==> config.mk <==
export PLATFORM = sky130hd
export DESIGN_NAME = eoac_alarm_ctrl
export DESIGN_NICKNAME = d
export VERILOG_FILES = /design/src/design/eoac_pkg.sv /design/src/design/eoac_alarm_ctrl.sv
export VERILOG_INCLUDE_DIRS = /design/src /design/src/design
export SDC_FILE = /design/constraint.sdc
export NUM_CORES = 1
export LEC_CHECK = 0
export BUFFER_PORTS_ARGS = -buffer_cell sky130_fd_sc_hd__buf_2
export CAP_MARGIN = 40
export CORE_MARGIN = 1.5
export CORE_UTILIZATION = 50
export DETAILED_ROUTE_END_ITERATION = 8
export PLACE_DENSITY = 0.77
export SYNTH_ARGS = -nofsm -noshare
export SYNTH_HDL_FRONTEND = slang
export SYNTH_SLANG_ARGS = --single-unit
==> constraint.sdc <==
create_clock -name clk -period 2.4 [get_ports clk]
set_input_delay 0.36 -clock clk [delete_from_list [all_inputs] [get_ports clk]]
set_output_delay 0.36 -clock clk [all_outputs]
set_load 0.01 [all_outputs]
==> src/design/eoac_regs.svh <==
// register offsets, field positions and reset values of the alarm control block
`ifndef EOAC_REGS_SVH
`define EOAC_REGS_SVH
`define EOAC_ADDR_ENABLE 8'h61
`define EOAC_ADDR_ACTION 8'h62
`define EOAC_ADDR_PD_LOW 8'h63
`define EOAC_ADDR_PD_HIGH 8'h64
`define EOAC_ADDR_WU_LOW 8'h65
`define EOAC_ADDR_WU_MID 8'h66
`define EOAC_ADDR_WU_HIGH 8'h67
`define EOAC_BIT_CD_ACTIVE 7
`define EOAC_BIT_CD_EN 4
`define EOAC_BIT_ET_ACTIVE 3
`define EOAC_BIT_OVF_EN 2
`define EOAC_BIT_PD_EN 1
`define EOAC_BIT_WU_EN 0
`define EOAC_RESET_BYTE 8'h00
`define EOAC_CD_SET_VALUE 6'h3f
`define EOAC_ET_MAX 24'hffffff
`endif

==> src/design/eoac_pkg.sv <==
// types shared by the alarm control block
package eoac_pkg;
  typedef enum logic [1:0] {
    EOAC_ACT_NONE = 2'b00,
    EOAC_ACT_DEEP = 2'b01,
    EOAC_ACT_STBY = 2'b10,
    EOAC_ACT_TONLY = 2'b11
  } eoac_action_type;
  typedef enum logic [1:0] {
    EOAC_PS_ACTIVE = 2'b00,
    EOAC_PS_DEEP = 2'b01,
    EOAC_PS_STBY = 2'b10,
    EOAC_PS_TONLY = 2'b11
  } eoac_pstate_type;
  typedef struct packed {
    logic wr;
    logic rd;
    logic [7:0] addr;
    logic [7:0] wdata;
  } eoac_reg_req_type;
  typedef struct packed {
    logic enter_deep;
    logic enter_stby;
    logic enter_tonly;
    logic exit_to_active;
    logic restart_rails;
  } eoac_trans_type;
endpackage

==> src/design/eoac_alarm_ctrl.sv <==
// engine-off timer alarm control: enables, alarm values, counters and actions
// Notes on behaviour
// RULE_01 - count-down running status reads at bit 7, read only
// RULE_02 - elapsed timer running status reads at bit 3, read only
// RULE_03 - count-down alarm on zero only while enable bit 4 set
// RULE_04 - overflow alarm only while enable bit 2 set
// RULE_05 - power-down alarm on match only while enable bit 1 set
// RULE_06 - wake-up alarm on match only while enable bit 0 set
// RULE_07 - record clear refused while its enable is set and condition persists
// RULE_08 - count-down action: none, exit deep stop, exit standby, exit timer-only
// RULE_09 - exit actions happen only when in the named low-power state
// RULE_10 - power-down action: none, enter deep stop, standby, timer-only
// RULE_11 - power-down action only taken from the active state
// RULE_12 - wake-up action field uses count-down encoding
// RULE_13 - after an action, pin control stays overridden until field is zero
// RULE_14 - leaving timer-only restarts converter and regulators one to four
// RULE_15 - power-down value loads whole when high byte written
// RULE_16 - host writes power-down low byte then high byte
// RULE_17 - wake-up 24-bit value loads when top byte written
// RULE_18 - wake-up low and middle writes buffered until top byte
// RULE_19 - host loads wake-up bytes in ascending order
// RULE_20 - elapsed timer saturates at maximum and flags overflow fault
// RULE_21 - count-down stops at zero and flags zero fault
// RULE_22 - matches compare live count with active values per increment
`timescale 1ns/1ps
`include "eoac_regs.svh"

module eoac_alarm_ctrl #(
  parameter int ET_WIDTH = 24,
  parameter int CD_WIDTH = 6
) (
  // clock and reset
  input wire logic clk,
  input wire logic rst_b,
  // serial register port, already decoded to byte accesses
  input wire eoac_pkg::eoac_reg_req_type reg_req,
  output logic [7:0] reg_rdata,
  // timer controls from the neighbouring control register
  input wire logic et_enable,
  input wire logic et_stop,
  input wire logic et_tick,
  input wire logic et_reset,
  input wire logic cd_enable,
  input wire logic cd_stop,
  input wire logic cd_tick,
  input wire logic cd_set,
  // alarm record clear requests, one bit per alarm {cd, ovf, pd, wu}
  input wire logic [3:0] record_clear,
  // present power state from the power-state machine
  input wire eoac_pkg::eoac_pstate_type power_state,
  // results
  output logic [3:0] alarm_record,
  output logic pin_control_override,
  output eoac_pkg::eoac_trans_type trans_req,
  output logic [ET_WIDTH-1:0] et_count,
  output logic [CD_WIDTH-1:0] cd_count
);

  // byte address compare, shared by every write decode
  function automatic logic addr_hit(input logic [7:0] a, input logic [7:0] b);
    addr_hit = (a == b);
  endfunction

  // registers
  logic [7:0] enable_q;
  logic [5:0] action_q;
  logic [7:0] pd_low_buf_q;
  logic [15:0] pd_value_q;
  logic [7:0] wu_low_buf_q;
  logic [7:0] wu_mid_buf_q;
  logic [23:0] wu_value_q;
  logic [3:0] record_q;
  logic [3:0] record_d;
  logic override_q;
  eoac_pkg::eoac_trans_type trans_q;
  eoac_pkg::eoac_trans_type trans_d;
  logic [7:0] rdata_q;
  logic [7:0] rdata_d;
  logic [ET_WIDTH-1:0] et_q;
  logic [CD_WIDTH-1:0] cd_q;
  logic et_running;
  logic countdown_active_flag;

  // register write decode
  wire wr_enable = reg_req.wr && addr_hit(reg_req.addr, `EOAC_ADDR_ENABLE);
  wire wr_action = reg_req.wr && addr_hit(reg_req.addr, `EOAC_ADDR_ACTION);
  wire wr_pd_low = reg_req.wr && addr_hit(reg_req.addr, `EOAC_ADDR_PD_LOW);
  wire wr_pd_high = reg_req.wr && addr_hit(reg_req.addr, `EOAC_ADDR_PD_HIGH);
  wire wr_wu_low = reg_req.wr && addr_hit(reg_req.addr, `EOAC_ADDR_WU_LOW);
  wire wr_wu_mid = reg_req.wr && addr_hit(reg_req.addr, `EOAC_ADDR_WU_MID);
  wire wr_wu_high = reg_req.wr && addr_hit(reg_req.addr, `EOAC_ADDR_WU_HIGH);

  // enable bits and action fields
  wire countdown_alarm_enable = enable_q[`EOAC_BIT_CD_EN];
  wire overflow_alarm_enable = enable_q[`EOAC_BIT_OVF_EN];
  wire powerdown_alarm_enable = enable_q[`EOAC_BIT_PD_EN];
  wire wakeup_alarm_enable = enable_q[`EOAC_BIT_WU_EN];
  wire [1:0] cd_action = action_q[5:4];
  wire [1:0] pd_action = action_q[3:2];
  wire [1:0] wu_action = action_q[1:0];

  // counter state: running means enabled, not paused and not at its end stop
  wire et_at_max = (et_q == {ET_WIDTH{1'b1}});
  wire cd_at_zero = (cd_q == '0);
  assign et_running = et_enable && !et_stop && !et_at_max;
  assign countdown_active_flag = cd_enable && !cd_stop && !cd_at_zero;
  wire et_inc = et_running && et_tick && !et_reset;

  // elapsed timer: held clear when disabled, saturates at the top
  // RULE_20 elapsed timer saturation
  always_ff @(posedge clk or negedge rst_b) begin
    if (!rst_b) begin
      et_q <= '0;
    end else if (!et_enable || et_reset) begin
      et_q <= '0;
    end else if (et_inc) begin
      et_q <= et_q + 1'b1;
    end
  end

  // count-down timer: held at its set value when disabled, stops at zero
  // RULE_21 count-down end stop
  always_ff @(posedge clk or negedge rst_b) begin
    if (!rst_b) begin
      cd_q <= CD_WIDTH'(`EOAC_CD_SET_VALUE);
    end else if (!cd_enable || cd_set) begin
      cd_q <= CD_WIDTH'(`EOAC_CD_SET_VALUE);
    end else if (countdown_active_flag && cd_tick) begin
      cd_q <= cd_q - 1'b1;
    end
  end

  // compare matches are checked on the increment that lands on the value
  // RULE_22 match on increment
  wire [ET_WIDTH-1:0] et_next = et_q + 1'b1;
  wire pd_match = et_inc && (et_next == ET_WIDTH'(pd_value_q));
  wire wu_match = et_inc && (et_next == ET_WIDTH'(wu_value_q));
  wire ovf_event = et_inc && (et_next == {ET_WIDTH{1'b1}});
  wire cd_event = countdown_active_flag && cd_tick && (cd_q == CD_WIDTH'(1));

  // gated alarm triggers
  // RULE_03 count-down alarm gate
  wire cd_trig = cd_event && countdown_alarm_enable;
  // RULE_04 overflow alarm gate
  wire ovf_trig = ovf_event && overflow_alarm_enable;
  // RULE_05 power-down alarm gate
  wire pd_trig = pd_match && powerdown_alarm_enable;
  // RULE_06 wake-up alarm gate
  wire wu_trig = wu_match && wakeup_alarm_enable;

  // persisting conditions block clears while the matching enable is set
  // RULE_07 clear refused while persisting
  wire [3:0] persist = {cd_at_zero && cd_enable, et_at_max && et_enable,
                        (et_q == ET_WIDTH'(pd_value_q)) && et_enable,
                        (et_q == ET_WIDTH'(wu_value_q)) && et_enable};
  wire [3:0] en_vec = {countdown_alarm_enable, overflow_alarm_enable, powerdown_alarm_enable, wakeup_alarm_enable};
  wire [3:0] set_vec = {cd_trig, ovf_trig, pd_trig, wu_trig};
  wire [3:0] clr_ok = record_clear & ~(en_vec & persist);
  // set wins over clear
  assign record_d = set_vec | (record_q & ~clr_ok);

  // action legality against the present power state
  // RULE_09 exit only from named state
  wire exit_deep = (cd_trig && cd_action == eoac_pkg::EOAC_ACT_DEEP) ||
                   (wu_trig && wu_action == eoac_pkg::EOAC_ACT_DEEP);
  wire exit_stby = (cd_trig && cd_action == eoac_pkg::EOAC_ACT_STBY) ||
                   (wu_trig && wu_action == eoac_pkg::EOAC_ACT_STBY);
  wire exit_tonly = (cd_trig && cd_action == eoac_pkg::EOAC_ACT_TONLY) ||
                    (wu_trig && wu_action == eoac_pkg::EOAC_ACT_TONLY);
  // RULE_08 count-down field decode
  // RULE_12 wake-up field decode
  wire do_exit_deep = exit_deep && power_state == eoac_pkg::EOAC_PS_DEEP;
  wire do_exit_stby = exit_stby && power_state == eoac_pkg::EOAC_PS_STBY;
  wire do_exit_tonly = exit_tonly && power_state == eoac_pkg::EOAC_PS_TONLY;
  // RULE_10 power-down field decode
  // RULE_11 entry only from active
  wire pd_ok = pd_trig && power_state == eoac_pkg::EOAC_PS_ACTIVE;
  wire do_enter_deep = pd_ok && pd_action == eoac_pkg::EOAC_ACT_DEEP;
  wire do_enter_stby = pd_ok && pd_action == eoac_pkg::EOAC_ACT_STBY;
  wire do_enter_tonly = pd_ok && pd_action == eoac_pkg::EOAC_ACT_TONLY;
  wire any_action = do_exit_deep || do_exit_stby || do_exit_tonly ||
                    do_enter_deep || do_enter_stby || do_enter_tonly;

  // transition request pulse for the power-state machine
  // RULE_14 rails restart on timer-only exit
  always_comb begin
    trans_d.enter_deep = do_enter_deep;
    trans_d.enter_stby = do_enter_stby;
    trans_d.enter_tonly = do_enter_tonly;
    trans_d.exit_to_active = do_exit_deep || do_exit_stby || do_exit_tonly;
    trans_d.restart_rails = do_exit_tonly;
  end

  // override falls only when software zeroes every action field
  // RULE_13 override until field zero
  wire action_wr_zero = wr_action && (reg_req.wdata[5:0] == 6'h00);
  wire override_d = any_action || (override_q && !action_wr_zero);

  // read mux; reserved bits read zero, status bits come from live state
  // RULE_01 count-down status bit
  // RULE_02 elapsed status bit
  wire [7:0] enable_rd = {countdown_active_flag, 2'b00, enable_q[`EOAC_BIT_CD_EN], et_running,
                          enable_q[2:0]};
  always_comb begin
    case (reg_req.addr)
      `EOAC_ADDR_ENABLE: rdata_d = enable_rd;
      `EOAC_ADDR_ACTION: rdata_d = {2'b00, action_q};
      `EOAC_ADDR_PD_LOW: rdata_d = pd_value_q[7:0];
      `EOAC_ADDR_PD_HIGH: rdata_d = pd_value_q[15:8];
      `EOAC_ADDR_WU_LOW: rdata_d = wu_value_q[7:0];
      `EOAC_ADDR_WU_MID: rdata_d = wu_value_q[15:8];
      `EOAC_ADDR_WU_HIGH: rdata_d = wu_value_q[23:16];
      default: rdata_d = `EOAC_RESET_BYTE;
    endcase
  end

  // control registers; only the writable enable bits are stored
  always_ff @(posedge clk or negedge rst_b) begin
    if (!rst_b) begin
      enable_q <= `EOAC_RESET_BYTE;
      action_q <= 6'h00;
    end else begin
      if (wr_enable) begin
        enable_q <= reg_req.wdata & 8'h17;
      end
      if (wr_action) begin
        action_q <= reg_req.wdata[5:0];
      end
    end
  end

  // alarm values: low bytes wait in buffers until the top byte lands
  // RULE_15 power-down value load
  // RULE_17 wake-up value load
  // RULE_18 wake-up byte buffering
  always_ff @(posedge clk or negedge rst_b) begin
    if (!rst_b) begin
      pd_low_buf_q <= `EOAC_RESET_BYTE;
      pd_value_q <= 16'h0000;
      wu_low_buf_q <= `EOAC_RESET_BYTE;
      wu_mid_buf_q <= `EOAC_RESET_BYTE;
      wu_value_q <= 24'h000000;
    end else begin
      if (wr_pd_low) begin
        pd_low_buf_q <= reg_req.wdata;
      end
      if (wr_pd_high) begin
        pd_value_q <= {reg_req.wdata, pd_low_buf_q};
      end
      if (wr_wu_low) begin
        wu_low_buf_q <= reg_req.wdata;
      end
      if (wr_wu_mid) begin
        wu_mid_buf_q <= reg_req.wdata;
      end
      if (wr_wu_high) begin
        wu_value_q <= {reg_req.wdata, wu_mid_buf_q, wu_low_buf_q};
      end
    end
  end

  // status and output flops
  always_ff @(posedge clk or negedge rst_b) begin
    if (!rst_b) begin
      record_q <= 4'h0;
      override_q <= 1'b0;
      trans_q <= '0;
      rdata_q <= `EOAC_RESET_BYTE;
    end else begin
      record_q <= record_d;
      override_q <= override_d;
      trans_q <= trans_d;
      rdata_q <= rdata_d;
    end
  end

  assign reg_rdata = rdata_q;
  assign alarm_record = record_q;
  assign pin_control_override = override_q;
  assign trans_req = trans_q;
  assign et_count = et_q;
  assign cd_count = cd_q;

  // a disabled alarm never sets its record
  gated_record_a: assert property (@(posedge clk) disable iff (!rst_b) // RULE_05
    (pd_match && !powerdown_alarm_enable && !record_q[1]) |=> !record_q[1])
    else $error("power-down record set while disabled");

  cd_gate_a: assert property (@(posedge clk) disable iff (!rst_b) // RULE_03
    cd_trig |=> record_q[3])
    else $error("count-down record missed");

  ovf_gate_a: assert property (@(posedge clk) disable iff (!rst_b) // RULE_04
    (ovf_event && !overflow_alarm_enable && !record_q[2]) |=> !record_q[2])
    else $error("overflow record set while disabled");

  wu_gate_a: assert property (@(posedge clk) disable iff (!rst_b) // RULE_06
    wu_trig |=> record_q[0])
    else $error("wake-up record missed");

  persist_hold_a: assert property (@(posedge clk) disable iff (!rst_b) // RULE_07
    (record_q[2] && overflow_alarm_enable && et_at_max && et_enable) |=> record_q[2])
    else $error("overflow record cleared while persisting");

  pd_entry_a: assert property (@(posedge clk) disable iff (!rst_b) // RULE_11
    (trans_q.enter_deep || trans_q.enter_stby || trans_q.enter_tonly) |->
    $past(power_state) == eoac_pkg::EOAC_PS_ACTIVE)
    else $error("entry requested outside active");

  exit_state_a: assert property (@(posedge clk) disable iff (!rst_b) // RULE_09
    trans_q.restart_rails |-> $past(power_state) == eoac_pkg::EOAC_PS_TONLY)
    else $error("timer-only exit from wrong state");

  override_hold_a: assert property (@(posedge clk) disable iff (!rst_b) // RULE_13
    (override_q && !wr_action) |=> override_q)
    else $error("override dropped without action write");

  wu_buffer_a: assert property (@(posedge clk) disable iff (!rst_b) // RULE_18
    (wr_wu_low && !wr_wu_high) |=> $stable(wu_value_q))
    else $error("wake-up value changed on low byte write");

  pd_load_a: assert property (@(posedge clk) disable iff (!rst_b) // RULE_15
    wr_pd_high |=> pd_value_q == {$past(reg_req.wdata), $past(pd_low_buf_q)})
    else $error("power-down value load wrong");

  et_sat_a: assert property (@(posedge clk) disable iff (!rst_b) // RULE_20
    (et_at_max && et_enable && !et_reset) |=> et_at_max)
    else $error("elapsed timer left its maximum");

  cd_stop_a: assert property (@(posedge clk) disable iff (!rst_b) // RULE_21
    (cd_at_zero && cd_enable && !cd_set) |=> cd_at_zero)
    else $error("count-down left zero");

  status_bit_a: assert property (@(posedge clk) disable iff (!rst_b) // RULE_01
    (reg_req.addr == `EOAC_ADDR_ENABLE) |=> reg_rdata[7] == $past(countdown_active_flag))
    else $error("count-down status readback wrong");

  et_status_a: assert property (@(posedge clk) disable iff (!rst_b) // RULE_02
    (reg_req.addr == `EOAC_ADDR_ENABLE) |=> reg_rdata[3] == $past(et_running))
    else $error("elapsed status readback wrong");

  // all three bytes land together, so a half-loaded value is never compared
  wu_load_a: assert property (@(posedge clk) disable iff (!rst_b) // RULE_17
    wr_wu_high |=> wu_value_q == {$past(reg_req.wdata), $past(wu_mid_buf_q),
                                  $past(wu_low_buf_q)})
    else $error("wake-up value load wrong");

endmodule // eoac_alarm_ctrl

* Word-level counts from Yosys, hierarchy flattened
Index checks and enable logic that the tools add are counted.
Storage, ports and cells: logic and storage cells 121, flip-flop bits (word level) 122, output and inout bits 48
Operators by class: equal/unequal tests 26, reduce and logical (&&, ||, !) cells 65, multiplexer cells 5, bitwise operators 6, $add $sub $neg 2
Operators with widths (count):
- $eq 8x7->1 const B | 7
- $pmux 8 s7 | 1
- $eq 24x16->1 | 2
- $eq 24x24->1 | 2
- $eq 24x24->1 const B | 2
- $mux 24 | 2
- $logic_and 1x1->1 | 41
- $add 24x1->24 const B | 1
- $eq 2x2->1 const B | 8
- $and 4x4->4 | 3
- $logic_not 6->1 | 2
- $mux 6 | 2
- $logic_or 1x1->1 | 11
- $eq 2x1->1 const B | 4
- $logic_not 1->1 | 8
- $not 4->4 | 2
- $eq 6x1->1 const B | 1
- $sub 6x1->6 const B | 1
- $or 4x4->4 | 1
- $reduce_bool 2->1 | 2
- $logic_not 2->1 | 1

* Longest topological paths before layout
word-level depth 16, gate-level depth with buffers 10

* Least setup slack after synthesis
Ideal clock, no wire load.
kind register to register, start point register et_q[1], in the netlist et_count[1], end point register trans_q (netlist bit trans_req[0]), slack -0.191 ns, period minus slack after synthesis 2.591 ns, library setup time 0.103 ns, cell stages (with the launch flop) 9, data arrival time 2.488 ns, buffers on the path 1, cell sequence dfrtp_1 -> ha_1 -> buf_4 -> nand3_4 -> or4_4 -> nor3_2 -> xor2_1 -> or3_1 -> o41ai_2
On the way: word-level cells in the longest chain between the ends 10
Ends and longest elaborated chain:
- start: declaration | RTL line eoac_alarm_ctrl.sv:79 | logic [ET_WIDTH-1:0] et_q;
- start signal: assignment | RTL line eoac_alarm_ctrl.sv:117 | et_q <= et_q + 1'b1;
- parallel branches: the longest is 5 deep, another holds $add 24x1->24
- $logic_and 1x1->1 (*) | RTL line eoac_alarm_ctrl.sv:137 | wire wu_match = et_inc && (et_next == ET_WIDTH'(wu_value_q));
- $logic_and 1x1->1 (*) | RTL line eoac_alarm_ctrl.sv:149 | wire wu_trig = wu_match && wakeup_alarm_enable;
- $logic_and 1x1->1 (*) | RTL line eoac_alarm_ctrl.sv:169 | (wu_trig && wu_action == eoac_pkg::EOAC_ACT_TONLY);
- $logic_or 1x1->1 (*) | RTL line eoac_alarm_ctrl.sv:168 | wire exit_tonly = (cd_trig && cd_action == eoac_pkg::EOAC_ACT_TONLY) ||
- $logic_and 1x1->1 (*) | RTL line eoac_alarm_ctrl.sv:174 | wire do_exit_tonly = exit_tonly && power_state == eoac_pkg::EOAC_PS_TONLY;
- net do_exit_tonly | RTL line eoac_alarm_ctrl.sv:174
- end signal: assignment | RTL line eoac_alarm_ctrl.sv:272 | trans_q <= trans_d;
- end: declaration | RTL line eoac_alarm_ctrl.sv:75 | eoac_pkg::eoac_trans_type trans_q;
Mark *: on every way through the listed nets, which the timed path passes. A chain may end at the register's enable or synchronous reset.

* Worst setup path in the final report
start point register et_q[3], in the netlist et_count[3], end point register trans_q (netlist bit trans_req[3])
On the way: word-level cells in the longest chain between the ends 9
Ends and longest elaborated chain:
- parallel branches: the longest is 5 deep, another holds $add 24x1->24
- $logic_and 1x1->1 (*) | RTL line eoac_alarm_ctrl.sv:136 | wire pd_match = et_inc && (et_next == ET_WIDTH'(pd_value_q));
- $logic_and 1x1->1 (*) | RTL line eoac_alarm_ctrl.sv:147 | wire pd_trig = pd_match && powerdown_alarm_enable;
- $logic_and 1x1->1 (*) | RTL line eoac_alarm_ctrl.sv:177 | wire pd_ok = pd_trig && power_state == eoac_pkg::EOAC_PS_ACTIVE;
- $logic_and 1x1->1 (*) | RTL line eoac_alarm_ctrl.sv:179 | wire do_enter_stby = pd_ok && pd_action == eoac_pkg::EOAC_ACT_STBY;
- net do_enter_stby | RTL line eoac_alarm_ctrl.sv:179
Marked as above.

==> results.txt <==
The worst supply voltage drop on vdd is 733 uV. The post-synth net total came out at 755. The max-slew violation count is 0. The share of total power dissipated in sequential elements is 0.421. The violation count after the first detailed-route iteration came out at 721. The final reports fail on negative setup slack.

The data required time of the worst path came out at 2.76 ns. The flop-to-flop setup slack came out at -0.11 ns. The number of clock sinks seen by CTS is 122. The floorplan step set the die width to 125 um. The switching part of the total came out at 0.255. Yosys printed 0 warnings. The overall fraction of global-route tracks in use came out at 0.315. The net total in the final layout came out at 948.

The data arrival time of the critical path came out at 2.88 ns. The worst setup path is launched from a register. After routing the design area is 9850 sq um. Summing all placed instances gives a cell area of 8890 sq um.

The area overhead of the layout relative to synthesis is 32.2%. The post-detailed-route count of antenna-violating nets came out at 0. The share of the core filled with cells in the final layout came out at 0.678. The die outline height came out at 125 um. The largest net degree at the start of global routing came out at 45. The count of buffers from port buffering is 80.

The count of final hold-check violations is 0. The CTS tree is yes. The I/O pin count came out at 82. The number of global-route vias before repair is 6769.

The via-per-instance ratio is 6.15. The total power divided by cell area came out at 519 nW/um^2. The effective utilization at floorplan is 0.513. The worst hold path belongs to the class primary input to register. The mean routed wirelength per cell is 21.6 um.

The combined area of all synthesized cells came out at 7450 sq um. Counting flops with a built-in enable in the synthesized netlist gives 0. The share of post-route cells with drive strength above 1 is 0.446. After clock tree synthesis, the clock-pin slew on the worst setup and hold paths is 0.06 ns.

The initial antenna violation count came out at 0. The internal power contribution came out at 3.81 mW. The proportion of register bits with asynchronous set or reset after synthesis came out at 1.00. The share of the Yosys chip area taken by registers is 0.411. The first global-routing pass estimated 37600 um of wire. The total number of placement rows came out at 44. For the final routed database, the setup TNS stands at -0.647 ns.

In the layout the commonest cells are sky130_fd_sc_hd__buf_4, sky130_fd_sc_hd__dfrtp_1, sky130_fd_sc_hd__buf_2, sky130_fd_sc_hd__mux2_2, sky130_fd_sc_hd__nand2_1. Among all flip-flop cells after synthesis, the most frequent one is sky130_fd_sc_hd__dfrtp_1. The largest clock skew in the final design came out at 0.00820 ns. The share of total power in the clock network came out at 0.514. The post-synthesis sequential element count is 122. The total net switching power is 1.30 mW. The achievable frequency came out at 0.398 GHz. After global routing the overflow that remains totals 0. The floorplan die area is 15600 sq um. The relative slew slack came out at 0.637. The flow ran to the end, but the final reports show violations. Setup repair after global routing could not meet its margin everywhere. In this run the clock root is driven by a sky130_fd_sc_hd__clkbuf_16. The worst setup path is captured at a register. The number of distinct library cells after synthesis came out at 72. Before antenna repair, the detailed router went through 5 iterations. The clock network latency to the later pin of the worst-skew pair came out at 0.43 ns.

The largest fanout on the critical path came out at 7. The path type of the worst setup path is register to register. The synthesized netlist cell count came out at 716.

Counting the buffers created by CTS gives 17. The minimum clock period after layout came out at 2.51 ns. The final worst-path cycle share is 1.05.

The number of failing setup endpoints in the final timing report came out at 8. Across the run, the number of max-cap violations was 0. The area of the core is 14500 sq um. The vias after detailed routing is 6797. The DRC violation count after routing came out at 0.

The number of diodes added for antenna fixing is 0. The library cell used most frequently in the layout, excluding fill and tap cells, is sky130_fd_sc_hd__buf_4. The buffer levels on the longest clock path is 2. The combinational fraction of design power came out at 0.065.

In this run the number of H-tree levels came out at 4. The last weighted congestion value of the routability-driven placer came out at 0.968. For the pin with the worst max-slew slack, the measured transition is 0.545 ns. Once routing completed, OpenROAD measured the worst setup slack at -0.114 ns.

The HPWL reported at the end of detailed placement is 17700 um. The total routed wirelength came out at 23900 um. The post-synthesis area per instance is 10.4 sq um. The leakage power came out at 4.79 nW.
## worst max-delay path, stage by stage, from the launching register on
cell and delay (ns):
sky130_fd_sc_hd__dfrtp_2 0.43, sky130_fd_sc_hd__buf_4 0.21, sky130_fd_sc_hd__xor2_1 0.24, sky130_fd_sc_hd__xor2_1 0.22
sky130_fd_sc_hd__o41ai_1 0.11, sky130_fd_sc_hd__a311o_1 0.34, sky130_fd_sc_hd__nor4_2 0.32, sky130_fd_sc_hd__buf_4 0.17
sky130_fd_sc_hd__nand4_1 0.09, sky130_fd_sc_hd__buf_4 0.19, sky130_fd_sc_hd__nor3_2 0.14
## synthesized netlist by cell type, types with 6 or more instances
cell	n	area share
sky130_fd_sc_hd__mux4_2	7	0.021
sky130_fd_sc_hd__inv_1	12	0.0060
sky130_fd_sc_hd__nand3_1	22	0.015
sky130_fd_sc_hd__nand2_1	58	0.029
sky130_fd_sc_hd__or3_1	6	0.0050
sky130_fd_sc_hd__o21ai_0	47	0.032
sky130_fd_sc_hd__dfstp_2	6	0.021
sky130_fd_sc_hd__mux2_2	78	0.12
sky130_fd_sc_hd__clkbuf_1	22	0.011
sky130_fd_sc_hd__buf_2	15	0.010
sky130_fd_sc_hd__and3_1	7	0.0059
sky130_fd_sc_hd__nand4_1	26	0.022
sky130_fd_sc_hd__and2_1	8	0.0067
sky130_fd_sc_hd__dfrtp_1	116	0.39
sky130_fd_sc_hd__nand3b_1	6	0.0060
sky130_fd_sc_hd__nor3b_1	6	0.0060
sky130_fd_sc_hd__a21oi_1	7	0.0047
sky130_fd_sc_hd__xor2_1	35	0.041
sky130_fd_sc_hd__nor4_1	14	0.012
sky130_fd_sc_hd__nor2_1	42	0.021
sky130_fd_sc_hd__buf_4	6	0.0060
sky130_fd_sc_hd__o31ai_1	9	0.0091
sky130_fd_sc_hd__nor3_1	12	0.0081
sky130_fd_sc_hd__xnor2_1	49	0.058
## power by group through the flow
stage          Clock, mW  Combinational [mW]  Sequential, mW
2_1_floorplan          0               0.155            2.17
3_3_place_gp           0               0.309            2.18
3_5_place_dp           0               0.316            2.18
4_1_cts             2.66               0.325            2.15
5_1_grt             2.75               0.362            2.16
6_report            2.63               0.333            2.15
## state kept, by name (all words and copies together) (netlist names), 5 cells and up
signal        count
pd_value_q       16
wu_mid_buf_q      8
trans_req         5
reg_rdata         8
wu_low_buf_q      8
action_q          6
wu_value_q       24
pd_low_buf_q      8
et_count         24
cd_count          6
## kinds of logic after synthesis
logic type / after synthesis / share of synthesized area
XOR/XNOR: 87 / 0.108
flip-flops: 122 / 0.411
AO/OA/AOI/OAI: 105 / 0.0944
adder cells (fa/ha/maj): 5 / 0.00840
multiplexers: 90 / 0.146
AND/OR/NAND/NOR: 246 / 0.193
buffers and inverters: 61 / 0.0403
## per-layer routing
metal | vias up | share of wire | global-route usage
met3 | 78 | 0.082 | 0.0762
met2 | 344 | 0.48 | 0.493
li1 | 3006 | - | -
met1 | 3369 | 0.40 | 0.416
met5 | - | 0 | 0
met4 | 0 | 0.040 | 0.148
## cell type report
type | instances | area [sq um]
Multi-Input combinational cell | 534 | 4340
Clock inverter | 15 | 176
Tap cell | 184 | 230
Fill cell | 1109 | 4680
Inverter | 12 | 45.0
Clock buffer | 17 | 425
Timing Repair Buffer | 222 | 1560
Sequential cell | 122 | 3070
## final timing paths
check / start / depth (start not counted) / end
max: et_count[3]$_DFFE_PN0P_ / 10 / trans_req[3]$_DFF_PN0_
min: et_stop / 4 / reg_rdata[3]$_DFF_PN0_
max reg2reg: et_count[3]$_DFFE_PN0P_ / 10 / trans_req[3]$_DFF_PN0_
min reg2reg: alarm_record[3]$_DFF_PN0_ / 1 / alarm_record[3]$_DFF_PN0_
max in group asynchronous: rst_b / 3 / cd_count[1]$_DFFE_PN1P_
min in group asynchronous: rst_b / 2 / wu_value_q[14]$_DFFE_PN0P_
## per-stage QoR
step | cells | setup slack, ns | total power, mW | hold slack, ns
floorplan | 716 | -0.0360 | 2.32 | 0.0644
global placement | 1059 | -0.261 | 2.49 | 0.377
detailed placement | 1059 | -0.234 | 2.50 | 0.378
CTS | 1104 | -0.0926 | 5.13 | 0.195
global route | 1106 | -0.233 | 5.27 | 0.200
finish | 1106 | -0.114 | 5.11 | 0.202
## what timing repair did
item,4_1_cts,5_1_grt
cloned,1,0
setup endpoints to repair,9,25
hold buffers,1,0
endpoints found under the hold margin,38,0
pin swaps,22,6
buffers inserted,12,2
resized for setup,30,25
Note: power is estimated with default switching activity, not from simulation.
